$ cat src/dma_req_pkg.sv
// Package: register map, field layouts and carrier types for the channel request registers
package dma_req_pkg;

    // ********************************
    // Register map (byte addresses)
    // ********************************
    localparam logic [31:0] alternate_structure_base_addr = 32'h4080000c;
    localparam logic [31:0] channel_wait_request_flags_addr = 32'h40800010;
    localparam logic [31:0] software_channel_request_addr = 32'h40800014;
    localparam logic [31:0] burst_only_set_addr = 32'h40800018;
    localparam logic [31:0] burst_only_clear_addr = 32'h4080001c;

    // ********************************
    // Widths and reset values
    // ********************************
    localparam int channels = 3;
    localparam logic [2:0] burst_only_reset = 3'h0;
    localparam logic [2:0] channel_request_reset = 3'h0;
    localparam logic waitrequest_reset = 1'h1;
    localparam logic [31:0] read_data_reset = 32'h00000000;
    localparam logic [31:0] unmapped_read_value = 32'h00000000;

    // Avalon-MM request as seen by the slave
    typedef struct packed {
        logic [31:0] address;
        logic read;
        logic write;
        logic [3:0] byteenable;
        logic [31:0] writedata;
    } avalon_req_t;

    // Per-channel request lines from peripherals
    typedef struct packed {
        logic [2:0] burst;
        logic [2:0] single;
    } periph_req_t;

    // Status inputs from the channel engine
    typedef struct packed {
        logic [31:0] alt_base;
        logic [2:0] wait_on_request;
        logic [2:0] group_tail_done;
    } engine_status_t;

endpackage : dma_req_pkg

$ cat src/dma_channel_request_regs.sv
// Module: channel request registers of a three-channel DMA controller
`timescale 1ns/10ps
//
// Contract
// RULE1: Read-only 32-bit alternate control-structure base, value from controller, writes ignored.
// RULE2: Read-only 3-bit field shows each channel's wait-on-request state.
// RULE3: Write-only 3-bit software request; one in bit n requests channel n.
// RULE4: With burst-only set, the channel's single request input is ignored.
// RULE5: Reading burst-only set register returns each channel's burst-only state.
// RULE6: Writing zero to burst-only set leaves that channel's state unchanged.
// RULE7: Write-only clear register; one in bit n clears channel n burst-only.
// RULE8: Controller clears burst-only itself when last partial group remains.
// RULE9: Software request zero bits do nothing; ones give one-cycle pulses only.
module dma_channel_request_regs
(
    // Clock and reset
    input wire logic ref_clk,
    input wire logic rst_n,
    // Avalon-MM slave
    input wire dma_req_pkg::avalon_req_t avs_req,
    output logic [31:0] avs_readdata,
    output logic avs_waitrequest,
    // Peripheral request lines
    input wire dma_req_pkg::periph_req_t periph_req,
    // Channel engine status
    input wire dma_req_pkg::engine_status_t engine_status,
    // Requests toward the channel logic
    output logic [2:0] channel_request,
    output logic [2:0] burst_only
);

    // ********************************
    // Bus handshake
    // ********************************
    logic access_done;
    logic bus_active;
    logic wr_ok;

    // Any access pending; writes only act in the taking cycle on lane 0
    assign bus_active = avs_req.read | avs_req.write;
    assign wr_ok = avs_req.write & avs_waitrequest & bus_active & avs_req.byteenable[0];

    // Wait one cycle, then answer; waitrequest low for one cycle per access
    always_ff @(posedge ref_clk or negedge rst_n)
    begin
        if (!rst_n)
            avs_waitrequest <= dma_req_pkg::waitrequest_reset;
        else if (bus_active && avs_waitrequest)
            avs_waitrequest <= 1'b0;
        else
            avs_waitrequest <= 1'b1;
    end

    // Taking cycle: request present while waitrequest still high
    assign access_done = bus_active & avs_waitrequest;

    // Full 32-bit address match, shared by every decoder below
    function automatic logic hit(input logic [31:0] a, input logic [31:0] target);
        hit = (a == target);
    endfunction : hit

    // ********************************
    // Read data
    // ********************************
    // Read word loaded at the taking edge, held until the next read
    always_ff @(posedge ref_clk or negedge rst_n)
    begin
        if (!rst_n)
            avs_readdata <= dma_req_pkg::read_data_reset;
        else if (access_done && avs_req.read)
        begin
            if (hit(avs_req.address, dma_req_pkg::alternate_structure_base_addr))
                avs_readdata <= engine_status.alt_base; // [RULE1]
            else if (hit(avs_req.address, dma_req_pkg::channel_wait_request_flags_addr))
                avs_readdata <= {29'h0, engine_status.wait_on_request}; // [RULE2]
            else if (hit(avs_req.address, dma_req_pkg::burst_only_set_addr))
                avs_readdata <= {29'h0, burst_only}; // [RULE5]
            else
                avs_readdata <= dma_req_pkg::unmapped_read_value;
        end
    end

    // ********************************
    // Burst-only state
    // ********************************
    logic [2:0] set_bits;
    logic [2:0] clr_bits;

    // Set and clear masks; zero bits of either write leave state alone
    assign set_bits = (wr_ok && hit(avs_req.address, dma_req_pkg::burst_only_set_addr)) ?
                      avs_req.writedata[2:0] : 3'h0; // [RULE6]
    assign clr_bits = ((wr_ok && hit(avs_req.address, dma_req_pkg::burst_only_clear_addr)) ?
                      avs_req.writedata[2:0] : 3'h0) | engine_status.group_tail_done; // [RULE7] [RULE8]

    // Software set wins over a clear in the same cycle
    always_ff @(posedge ref_clk or negedge rst_n)
    begin
        if (!rst_n)
            burst_only <= dma_req_pkg::burst_only_reset;
        else
            burst_only <= (burst_only & ~clr_bits) | set_bits; // [RULE6] [RULE7] [RULE8]
    end

    // ********************************
    // Channel request generation
    // ********************************
    logic [2:0] sw_pulse;

    // Software request lasts only for the taking cycle, never stored
    assign sw_pulse = (wr_ok && hit(avs_req.address, dma_req_pkg::software_channel_request_addr)) ?
                      avs_req.writedata[2:0] : 3'h0; // [RULE3] [RULE9]

    // Burst lines always count; single lines only where burst-only is clear
    always_ff @(posedge ref_clk or negedge rst_n)
    begin
        if (!rst_n)
            channel_request <= dma_req_pkg::channel_request_reset;
        else
            channel_request <= periph_req.burst | (periph_req.single & ~burst_only) | sw_pulse; // [RULE4] [RULE3]
    end

    // ********************************
    // Assertions: bus handshake and read data
    // ********************************

    answer_time_a: assert property (@(posedge ref_clk) disable iff (!rst_n)
        access_done |=> !avs_waitrequest ##1 avs_waitrequest)
        else $error("waitrequest timing wrong");

    idle_wait_a: assert property (@(posedge ref_clk) disable iff (!rst_n)
        !bus_active |=> avs_waitrequest)
        else $error("waitrequest low while idle");

    readdata_hold_a: assert property (@(posedge ref_clk) disable iff (!rst_n)
        !(access_done && avs_req.read) |=> $stable(avs_readdata))
        else $error("read data changed without read");

    alt_base_read_a: assert property (@(posedge ref_clk) disable iff (!rst_n) // [RULE1]
        (access_done && avs_req.read && hit(avs_req.address, dma_req_pkg::alternate_structure_base_addr))
        |=> (avs_readdata == $past(engine_status.alt_base) && !avs_waitrequest))
        else $error("alternate base read wrong");

    wait_flags_read_a: assert property (@(posedge ref_clk) disable iff (!rst_n) // [RULE2]
        (access_done && avs_req.read && hit(avs_req.address, dma_req_pkg::channel_wait_request_flags_addr))
        |=> avs_readdata == {29'h0, $past(engine_status.wait_on_request)})
        else $error("wait flags read wrong");

    burst_read_a: assert property (@(posedge ref_clk) disable iff (!rst_n) // [RULE5]
        (access_done && avs_req.read && hit(avs_req.address, dma_req_pkg::burst_only_set_addr))
        |=> avs_readdata == {29'h0, $past(burst_only)})
        else $error("burst-only read wrong");

    read_no_write_a: assert property (@(posedge ref_clk) disable iff (!rst_n)
        (avs_req.read && !avs_req.write) |-> (sw_pulse == 3'h0 && set_bits == 3'h0))
        else $error("read changed register state");

    lane_gate_a: assert property (@(posedge ref_clk) disable iff (!rst_n)
        (avs_req.write && !avs_req.byteenable[0]) |-> (sw_pulse == 3'h0 && set_bits == 3'h0))
        else $error("write without lane 0 took effect");

    // ********************************
    // Assertions: burst-only state
    // ********************************

    set_zero_keeps_a: assert property (@(posedge ref_clk) disable iff (!rst_n) // [RULE6]
        (burst_only[1] && clr_bits[1] == 1'b0) |=> burst_only[1])
        else $error("burst-only bit lost without clear");

    set_write_a: assert property (@(posedge ref_clk) disable iff (!rst_n) // [RULE6]
        set_bits != 3'h0 |=> (burst_only & $past(set_bits)) == $past(set_bits))
        else $error("burst-only set write ignored");

    clear_reg_works_a: assert property (@(posedge ref_clk) disable iff (!rst_n) // [RULE7]
        (clr_bits & ~set_bits) != 3'h0 |=> (burst_only & $past(clr_bits & ~set_bits)) == 3'h0)
        else $error("burst-only clear ignored");

    clear_no_set_a: assert property (@(posedge ref_clk) disable iff (!rst_n) // [RULE7]
        (clr_bits != 3'h0 && set_bits == 3'h0) |=> (burst_only & ~$past(burst_only)) == 3'h0)
        else $error("burst-only clear raised a bit");

    tail_clear_a: assert property (@(posedge ref_clk) disable iff (!rst_n) // [RULE8]
        (engine_status.group_tail_done[0] && !set_bits[0]) |=> !burst_only[0])
        else $error("tail completion did not clear burst-only");

    // ********************************
    // Assertions: channel requests
    // ********************************

    burst_single_block_a: assert property (@(posedge ref_clk) disable iff (!rst_n) // [RULE4]
        (burst_only & periph_req.single & ~periph_req.burst & ~sw_pulse) != 3'h0
        |=> (channel_request & $past(burst_only & periph_req.single & ~periph_req.burst & ~sw_pulse)) == 3'h0)
        else $error("single request passed while burst-only set");

    burst_pass_a: assert property (@(posedge ref_clk) disable iff (!rst_n) // [RULE4]
        periph_req.burst != 3'h0 |=> (channel_request & $past(periph_req.burst)) == $past(periph_req.burst))
        else $error("burst request lost");

    single_pass_a: assert property (@(posedge ref_clk) disable iff (!rst_n) // [RULE4]
        (periph_req.single & ~burst_only) != 3'h0
        |=> (channel_request & $past(periph_req.single & ~burst_only)) == $past(periph_req.single & ~burst_only))
        else $error("single request lost while burst-only clear");

    sw_request_pulse_a: assert property (@(posedge ref_clk) disable iff (!rst_n) // [RULE3]
        sw_pulse != 3'h0 |=> (channel_request & $past(sw_pulse)) == $past(sw_pulse))
        else $error("software request not issued");

    sw_zero_nop_a: assert property (@(posedge ref_clk) disable iff (!rst_n) // [RULE9]
        (periph_req.burst == 3'h0 && periph_req.single == 3'h0 && sw_pulse == 3'h0) |=> channel_request == 3'h0)
        else $error("request without cause");

    sw_pulse_once_a: assert property (@(posedge ref_clk) disable iff (!rst_n) // [RULE9]
        sw_pulse != 3'h0 |=> sw_pulse == 3'h0)
        else $error("software request held");

    sw_pulse_source_a: assert property (@(posedge ref_clk) disable iff (!rst_n) // [RULE9]
        sw_pulse != 3'h0 |-> (access_done && avs_req.write))
        else $error("software request without write");

    // ********************************
    // Cover points
    // ********************************

    cover_sw_request_c: cover property (@(posedge ref_clk) disable iff (!rst_n) sw_pulse != 3'h0);
    cover_burst_set_c: cover property (@(posedge ref_clk) disable iff (!rst_n) set_bits != 3'h0);
    cover_tail_clear_c: cover property (@(posedge ref_clk) disable iff (!rst_n)
        burst_only[0] && engine_status.group_tail_done[0]);
    cover_blocked_single_c: cover property (@(posedge ref_clk) disable iff (!rst_n)
        burst_only[2] && periph_req.single[2]);
    cover_read_answer_c: cover property (@(posedge ref_clk) disable iff (!rst_n) access_done && avs_req.read);

endmodule : dma_channel_request_regs

$ cat config.mk
export PLATFORM = sky130hd
export DESIGN_NAME = dma_channel_request_regs
export DESIGN_NICKNAME = d
export VERILOG_FILES = /design/src/dma_req_pkg.sv /design/src/dma_channel_request_regs.sv
export SDC_FILE = /design/constraint.sdc
export NUM_CORES = 1
export LEC_CHECK = 0
export BUFFER_PORTS_ARGS = -buffer_cell sky130_fd_sc_hd__buf_2
export CORE_UTILIZATION = 34
export CTS_CLUSTER_SIZE = 8
export DETAILED_ROUTE_END_ITERATION = 10
export GPL_TIMING_DRIVEN = 0
export PLACE_DENSITY = 0.8
export SYNTH_ARGS = -nofsm -noshare
export SYNTH_HDL_FRONTEND = slang
export SYNTH_SLANG_ARGS = --single-unit
$ cat constraint.sdc
create_clock -name ref_clk -period 1.5 [get_ports ref_clk]
set_clock_uncertainty 0.2 [all_clocks]
set_input_delay 0.075 -clock ref_clk [delete_from_list [all_inputs] [get_ports ref_clk]]
set_output_delay 0.075 -clock ref_clk [all_outputs]
set_load 0.005 [all_outputs]
## Word-level counts from Yosys, hierarchy flattened

Index checks and enable logic that the tools add are counted.
W data, S select, Z words.

| cells by class | value |
|---|---|
| eq/ne operators | 5 |
| multiplexer cells | 7 |
| bitwise gates (word level) | 13 |
| reductions and logical operators | 5 |

Operators by type and width:

| kind | count |
|---|---|
| $eq A32 B31 Y1 const B | 5 |
| $mux W32 | 1 |
| $mux W3 | 5 |
| $or A3 B3 Y3 | 4 |
| $and A3 B3 Y3 | 2 |
| $not A3 Y3 | 2 |
| $logic_and A1 B1 Y1 | 5 |
| $and A1 B1 Y1 | 4 |
| $mux W1 | 1 |
| $or A1 B1 Y1 | 1 |

| word-level totals | value |
|---|---|
| bits in registers | 39 |
| bits of input ports | 116 |
| word-level logic and storage cells | 34 |

## Longest topological paths before layout

Gate-level depths: netlist (run 1).

| logic depth | value |
|---|---|
| word-level depth | 9 |
| depth in mapped cells | 5 |
| mapped depth without buffers | 4 |

## Worst setup path before layout (run 1)

Ideal clock, no wire load.

| path | value |
|---|---|
| kind | reg2reg |
| start point | register avs_waitrequest |
| end point | register avs_readdata[0] |
| setup time | 127 ps |
| data arrival time | 1315 ps |
| data required time | 1173 ps |
| path slack | -142 ps |
| stages on the path, launching flop included | 5 |
| buffers on the path | 1 |
| period minus slack after synthesis | 1642 ps |
| path through | dfstp_2 nand2_1 nor4b_4 buf_6 a22oi_1 |

| on the way | value |
|---|---|
| longest elaborated chain between the ends | 2 |

RTL lines:

| item | RTL line | source |
|---|---|---|
| from (decl) | dma_channel_request_regs.sv:22 | `output logic avs_waitrequest,` |
| from (signal assigned) | dma_channel_request_regs.sv:47 | `avs_waitrequest <= dma_req_pkg::waitrequest_reset;` |
| $and A1 B1 Y1 | dma_channel_request_regs.sv:55 | `assign access_done = bus_active & avs_waitrequest;` |
| $logic_and A1 B1 Y1 | dma_channel_request_regs.sv:70 | `else if (access_done && avs_req.read)` |
| to (signal assigned) | dma_channel_request_regs.sv:69 | `avs_readdata <= dma_req_pkg::read_data_reset;` |
| to (signal assigned) | dma_channel_request_regs.sv:73 | `avs_readdata <= engine_status.alt_base;` |
| to (signal assigned) | dma_channel_request_regs.sv:75 | `avs_readdata <= {29'h0, engine_status.wait_on_request};` |
| to (decl) | dma_channel_request_regs.sv:21 | `output logic [31:0] avs_readdata,` |

No other way between the ends.
A chain may end at the register's enable or synchronous reset.

## Worst setup path after layout (run 1)

Ends and elaborated chain as after synthesis.

==> run_results.csv, run 1 <==
group,metric,value,unit
worst_setup_path,r2r_start,"avs_waitrequest",
die,io_pins,155,
worst_setup_path,critPathLaunch,"avs_waitrequest",
worst_setup_path,end_kind,"register",
finish,area_growth,79.9,%
synth,netlist_area,1760,um2
timing,maxSlewViolCount,0,
drt,routed_wl,5650,um
drt,drcViolationCount,0,
grt,grt_pass1_wl,8690,um
clock_tree,root_buffer,"clkbuf_8",
synth,synthArstFlopShare,100,%
drt,drt_iter0_drc,46,
placed_design,dpl_cell_area,2470,um2
timing,fin_tns_setup,-2.80,ns
synth,synth_compound_area_share,18.6,%
drt,routed.top_layer,"met4",
finish,post-route-util,65.3,%
grt,grt_max_degree,40,
synth,synth_edf_count,0,
worst_setup_path,critPathMaxFanout,10,
pwr,power_frac_comb,16.7,%
synth,ys_seq_area_share,55.5,%
clock_tree,cts_sinks,39,
pwr,power_frac_seq,51.5,%
synth,yosys.area.top_type,"dfrtp_1",
drt,firstDrtPassIters,4,
synth,synth_cell_type_count,29,
pwr,pwr-share-clk,31.8,%
synth,synth_top_family_by_area,"compound AO/OA/AOI/OAI gates",
worst_setup_path,worstSetupPathType,"reg -> reg",
drt,dr_total_vias,1868,
min_path,min-delay-start,"avs_req[41]",
synth,synthSimpleGateAreaFrac,17.9,%
clock_tree,h-tree-depth,2,
synth,synth_cells,135,
worst_setup_path,required,1.46,ns
clock_tree,clockBufferDepth,2,
finish,final_layout_size_suffix_gt1_share,50.8,%
synth,synthFlopType,"dfrtp_1",
grt,antenna_found_initial,0,
finish,finalInstanceArea,3170,um2
die,initial_core_util,36.3,%
finish,diodes,0,
worst_setup_path,start_kind,"register",
synth,yosys_warnings,0,
timing,relSlewSlack,43.2,%
synth,synthAdderAreaFrac,0,%
drt,wl_per_cell,14.6,um
placed_design,io_buffers,121,
pwr,switchingPower,0.000481,W
finish,layout.nets,436,
placed_design,dp_hpwl,3630,um
pwr,power.density,654,nW/um2
placed_design,place.gp.congestion,0.803,
die,die_y,73.9,um
synth,synth_nets,251,
die,dieArea,5470,um2
pwr,ir_drop,561,uV
outcome,violations,"setup timing",
timing,setup_viol,35,
min_path,min_path_cells,4,
drt,wl_met2,3070,um
placed_design,post-place-ws,-0.440,ns
pwr,p_int,0.00159,W
worst_setup_path,cp.arrival,1.56,ns
synth,postSynthAreaPerCell,13.0,um2
timing,final_hold_viol_count,0,
clock_tree,clk_pin_slew,0.07,ns
drt,routed-wl-met3,229,um
outcome,status,"finished, violations left",
synth,synth_top_area_share,54.1,%
drt,via_per_inst,4.81,
synth,synthXorXnorAreaFrac,0,%
synth,synth_area_leaders,"dfrtp_1 54%, a22o_1 14%, nor4b_4 4.1%",
synth,synthMuxAreaShare,3.63,%
job,cap_violations,0,
grt,first_global_vias,1903,
timing,fin_crit,1.60,ns
clock_tree,cts_tree,"yes",
min_path,hold_class,"in -> reg",
timing,max_freq,625,MHz
finish,fillCellCount,368,
drt,wl_met1,2260,um
die,coreArea,4850,um2
clock_tree,clk-insertion-delay-late,0.27,ns
grt,grt_remaining_overflow,0,
die,num_rows,25,
timing,setup_ws,-0.101,ns
timing,tightest_slew,0.852,ns
worst_setup_path,reg2regPathDepth,5,
die,die_x,73.9,um
grt,grt_util_all_layers,21.0,%
drt,ant_nets,0,
timing,fin_crit_sh,107,%
pwr,total_leakage_power,1.65,nW
timing,rsz0062_at_grt,"yes",
synth,ys_ff_latch,39,
clock_tree,cts_made_buffers,5,
pwr,p_sw_share,23.3,%
==> cells by family (layout without fill, tap and decap cells) <==
logic type             after synthesis  after routing
muxes                                6              6
buffers and inverters               14            200
DFF                                 39             39
and+or+nand+nor                     34             34
AOI/OAI and AO/OA                   42             42
==> routing by layer <==
layer | track usage [%] | vias up
met5 | 0 | -
met4 | 5.77 | 0
met3 | 4.47 | 8
met2 | 40.4 | 64
met1 | 23.0 | 913
li1 | - | 883
==> path summary, 6_finish.rpt <==
path / endpoint / slack [ns]
setup / recovery: avs_readdata[0] / -0.10
setup reg to reg: avs_readdata[0] / -0.10
min in group asynchronous: avs_readdata[19] / 0.24
hold reg to reg: avs_readdata[28] / 0.30
max in group asynchronous: burst_only[1] / 0.33
hold / removal: burst_only[2] / 0.03
==> cells in the final DEF (no fill, tap or decap), types with 2 or more instances in the layout <==
master         netlist  routed
nor3_2               0       3
a22o_1              29      29
or4_4                0       2
inv_1                6       6
dfrtp_1             38      38
mux2i_1              3       3
clkbuf_1             4       4
nand3_2              0       3
nor4_2               3       3
nand2_1              4       3
dlygate4sd3_1        0      48
clkbuf_8             0       6
nand4b_1             3       3
buf_4                0       4
buf_6                3       7
mux2_1               3       3
buf_2                1     122
nor4b_4              3       3
o21ai_1              3       2
a22oi_1              3       2
nand2b_1             3       3
a21oi_1              6       6
==> cells in the mapped netlist (3+ instances only) <==
library cell  number
dfrtp_1           38
a22o_1            29
a21oi_1            6
inv_1              6
clkbuf_1           4
nand2_1            4
nor3_1             4
a22oi_1            3
buf_6              3
mux2_1             3
mux2i_1            3
nand2b_1           3
nand3_1            3
nand4b_1           3
nor4_2             3
nor4b_4            3
o21ai_1            3
or4_1              3
==> per-stage QoR <==
| step | total power [W] | cells | hold slack, ns |
|---|---|---|---|
| 2_1_floorplan | 0.00115 | 135 | -0.421 |
| 3_3_place_gp | 0.00130 | 323 | 0.0228 |
| 3_5_place_dp | 0.00131 | 323 | 0.0371 |
| 4_1_cts | 0.00208 | 385 | 0.0227 |
| 5_1_grt | 0.00218 | 388 | 0.0387 |
| 6_report | 0.00207 | 388 | 0.0299 |
==> flip-flops by register name, summed over array words and instances, names as in the netlist <==
signal           flops
avs_waitrequest      1
channel_request      3
burst_only           3
avs_readdata        32
==> power groups by stage <==
stage | logic (W) | registers, W | clock network, W
2_1_floorplan | 0.0000618 | 0.00109 | 0
3_3_place_gp | 0.000219 | 0.00109 | 0
3_5_place_dp | 0.000227 | 0.00109 | 0
4_1_cts | 0.000336 | 0.00107 | 0.000679
5_1_grt | 0.000373 | 0.00107 | 0.000737
6_report | 0.000346 | 0.00107 | 0.000658
==> cell type report <==
cell class | instances | area [um2] | area share (%)
clock buffer | 7 | 76.3 | 2.41
sequential | 39 | 977 | 30.9
buffer | 8 | 68.8 | 2.17
inverter | 6 | 22.5 | 0.711
multi-input combinational | 82 | 759 | 24.0
tap | 67 | 83.8 | 2.65
clock inverter | 1 | 5.00 | 0.158
timing repair buffer | 178 | 1170 | 37.0
==> critical path: stages (launching register included) <==
cell and delay (ns):
dfstp_2 0.57, nand2_4 0.09, nor4b_4 0.25, buf_6 0.17
buf_8 0.13, a22oi_1 0.08
==> timing repair <==
action / in CTS / in global routing
cloned: 1 / 1
endpoints found under the hold margin: 77 / 0
pin swaps: 3 / 3
gates resized for setup: 11 / 9
endpoints found under the setup margin: 35 / 38
setup buffers: 5 / 2
hold buffers: 48 / 0
(Power assumes the default switching activity.)
==> run 2, diff against run 1 <==
--- a/config.mk
+++ b/config.mk
@@ -10,6 +10,7 @@
 export CTS_CLUSTER_SIZE = 8
 export DETAILED_ROUTE_END_ITERATION = 10
 export GPL_TIMING_DRIVEN = 0
+export HOLD_SLACK_MARGIN = 0.08
 export PLACE_DENSITY = 0.8
 export SYNTH_ARGS = -nofsm -noshare
 export SYNTH_HDL_FRONTEND = slang
==> run 2 against run 1 <==
Compared with the run above: register-to-register slack hardly changed; the run still ends with setup timing left; first-iteration DRC count is 4.3% lower; total power is 0.20% higher; clock power hardly changed; critical endpoint unchanged.
==> run_results.csv, run 2 (same netlist as run 1, synthesis figures left out) <==
group,metric,value,unit
drt,dr_total_vias,1866,
timing,setup_viol,35,
drt,drt_iter0_drc,44,
timing,setup_ws,-0.109,ns
worst_setup_path,worstSetupPathType,"reg -> reg",
worst_setup_path,slowest_stage,"dfstp_2",
outcome,violations,"setup timing",
finish,area_growth,80.2,%
finish,diodes,0,
clock_tree,clk_pin_slew,0.07,ns
die,coreArea,4850,um2
drt,drcViolationCount,0,
drt,routed_wl,5570,um
clock_tree,cts_made_buffers,5,
drt,wl_per_cell,14.3,um
finish,layout.nets,437,
drt,firstDrtPassIters,4,
clock_tree,cts_tree,"yes",
timing,maxSlewViolCount,0,
finish,final_cell_mix,"122 x buf_2, 49 x dlygate4sd3_1, 38 x dfrtp_1",
worst_setup_path,required,1.46,ns
worst_setup_path,end_kind,"register",
die,die_y,73.9,um
clock_tree,cts_sinks,39,
pwr,ir_drop,631,uV
timing,fin_tns_setup,-2.63,ns
die,die_x,73.9,um
clock_tree,clockBufferDepth,2,
timing,rsz0062_at_grt,"yes",
finish,regMostFlops,"avs_readdata",
worst_setup_path,crit_chain,"nand2_4 -> nor4b_4 -> buf_4 -> buf_8 -> a22oi_1",
placed_design,post-place-ws,-0.440,ns
finish,ff_latch_area,977,um2
worst_setup_path,cp.arrival,1.57,ns
drt,via_per_inst,4.80,
clock_tree,clk-insertion-delay-late,0.28,ns
finish,final_common_cell,"buf_2",
min_path,min-delay-start,"avs_req[54]",
grt,grt_max_degree,40,
finish,final_layout_size_suffix_gt1_share,50.6,%
worst_setup_path,critPathMaxFanout,10,
timing,max_freq,621,MHz
timing,fin_crit,1.61,ns
placed_design,dp_hpwl,3630,um
min_path,hold_class,"in -> reg",
finish,reg_top3,"avs_readdata: 32 flops, burst_only: 3 flops, channel_request: 3 flops",
clock_tree,h-tree-depth,2,
grt,grt_util_all_layers,20.8,%
drt,ant_nets,0,
worst_setup_path,start_kind,"register",
finish,fillCellCount,368,
outcome,status,"finished, violations left",
timing,tightest_slew,0.842,ns
timing,final_hold_viol_count,0,
clock_tree,root_buffer,"clkbuf_8",
timing,relSlewSlack,43.9,%
grt,grt_remaining_overflow,0,
job,cap_violations,0,
die,initial_core_util,36.3,%
grt,antenna_found_initial,0,
finish,multi_input_area,759,um2
die,io_pins,155,
grt,grt_pass1_wl,8600,um
worst_setup_path,r2r_start,"avs_waitrequest",
worst_setup_path,critPathLaunch,"avs_waitrequest",
worst_setup_path,critical_path_buf_inv_count,2,
pwr,power.density,654,nW/um2
placed_design,io_buffers,121,
pwr,total_leakage_power,1.65,nW
finish,largest_reg_flops,32,
die,num_rows,25,
timing,fin_crit_sh,107,%
placed_design,place.gp.congestion,0.803,
worst_setup_path,cpLargestDelayFamily,"flip-flops",
grt,first_global_vias,1905,
worst_setup_path,slowest_delay,0.57,ns
die,dieArea,5470,um2
run 2: cell count changes in the layout (fill, tap and decap cells not counted), sizes merged:
| cell | previous run | this run |
|---|---|---|
| clkbuf | 11 | 10 |
| buf | 134 | 135 |
| dlygate4sd3 | 48 | 49 |
run 2: where the power goes:
group | switching (W) | internal [W] | total [W]
clock | 0.000334 | 0.000326 | 0.000661
sequential | 0.00000501 | 0.00106 | 0.00107
combinational | 0.000143 | 0.000204 | 0.000347
total | 0.000482 | 0.00159 | 0.00207
run 2: final timing paths:
path	slack [ns]	cells after the start	end
worst max-delay path	-0.11	5	avs_readdata[0]
worst min-delay path	0.08	5	burst_only[0]
worst max register to register	-0.11	5	avs_readdata[0]
worst min register to register	0.30	1	avs_readdata[22]
max in group asynchronous	0.34	2	avs_readdata[31]
min in group asynchronous	0.24	2	avs_readdata[19]
run 2: what timing repair did:
| item | in CTS | in global routing |
|---|---|---|
| endpoints found under the hold margin | 77 | 3 |
| endpoints found under the setup margin | 35 | 36 |
| setup buffers | 5 | 3 |
| hold buffers | 48 | 1 |
| pin swaps | 3 | 1 |
| cloned | 1 | 1 |
| gates resized for setup | 11 | 5 |
run 2: layer usage:
layer	GRT usage, %	wire (um)	vias up
met4	6.20	82	0
met5	0	0	-
li1	-	-	885
met3	4.61	232	8
met1	22.9	2210	907
met2	39.7	3040	66
run 2: tightest hold or removal path: cells and delay by family:
kind                   cells  cell delay, ns
and+or+nand+nor            3            0.24
buffers and inverters      1            0.10
muxes                      1            0.10
run 2: cell type report:
| type | instances | share of cell area [%] |
|---|---|---|
| tap | 67 | 2.64 |
| buffer | 7 | 2.01 |
| multi-input combinational | 82 | 24.0 |
| timing repair buffer | 180 | 37.3 |
| sequential | 39 | 30.8 |
| clock inverter | 1 | 0.158 |
| clock buffer | 7 | 2.41 |
| inverter | 6 | 0.710 |
run 2: through the flow:
stage / utilization [%] / cells / instance area [um2] / power, W / hold WS, ns
floorplan: - / 135 / 1780 / 0.00115 / -0.421
global placement: 50.9 / 323 / 2470 / 0.00130 / 0.0228
detailed placement: 50.9 / 323 / 2470 / 0.00131 / 0.0371
CTS: 64.3 / 385 / 3120 / 0.00208 / -0.214
global route: 65.4 / 389 / 3170 / 0.00218 / 0.0945
finish: 65.4 / 389 / 3170 / 0.00207 / 0.0800
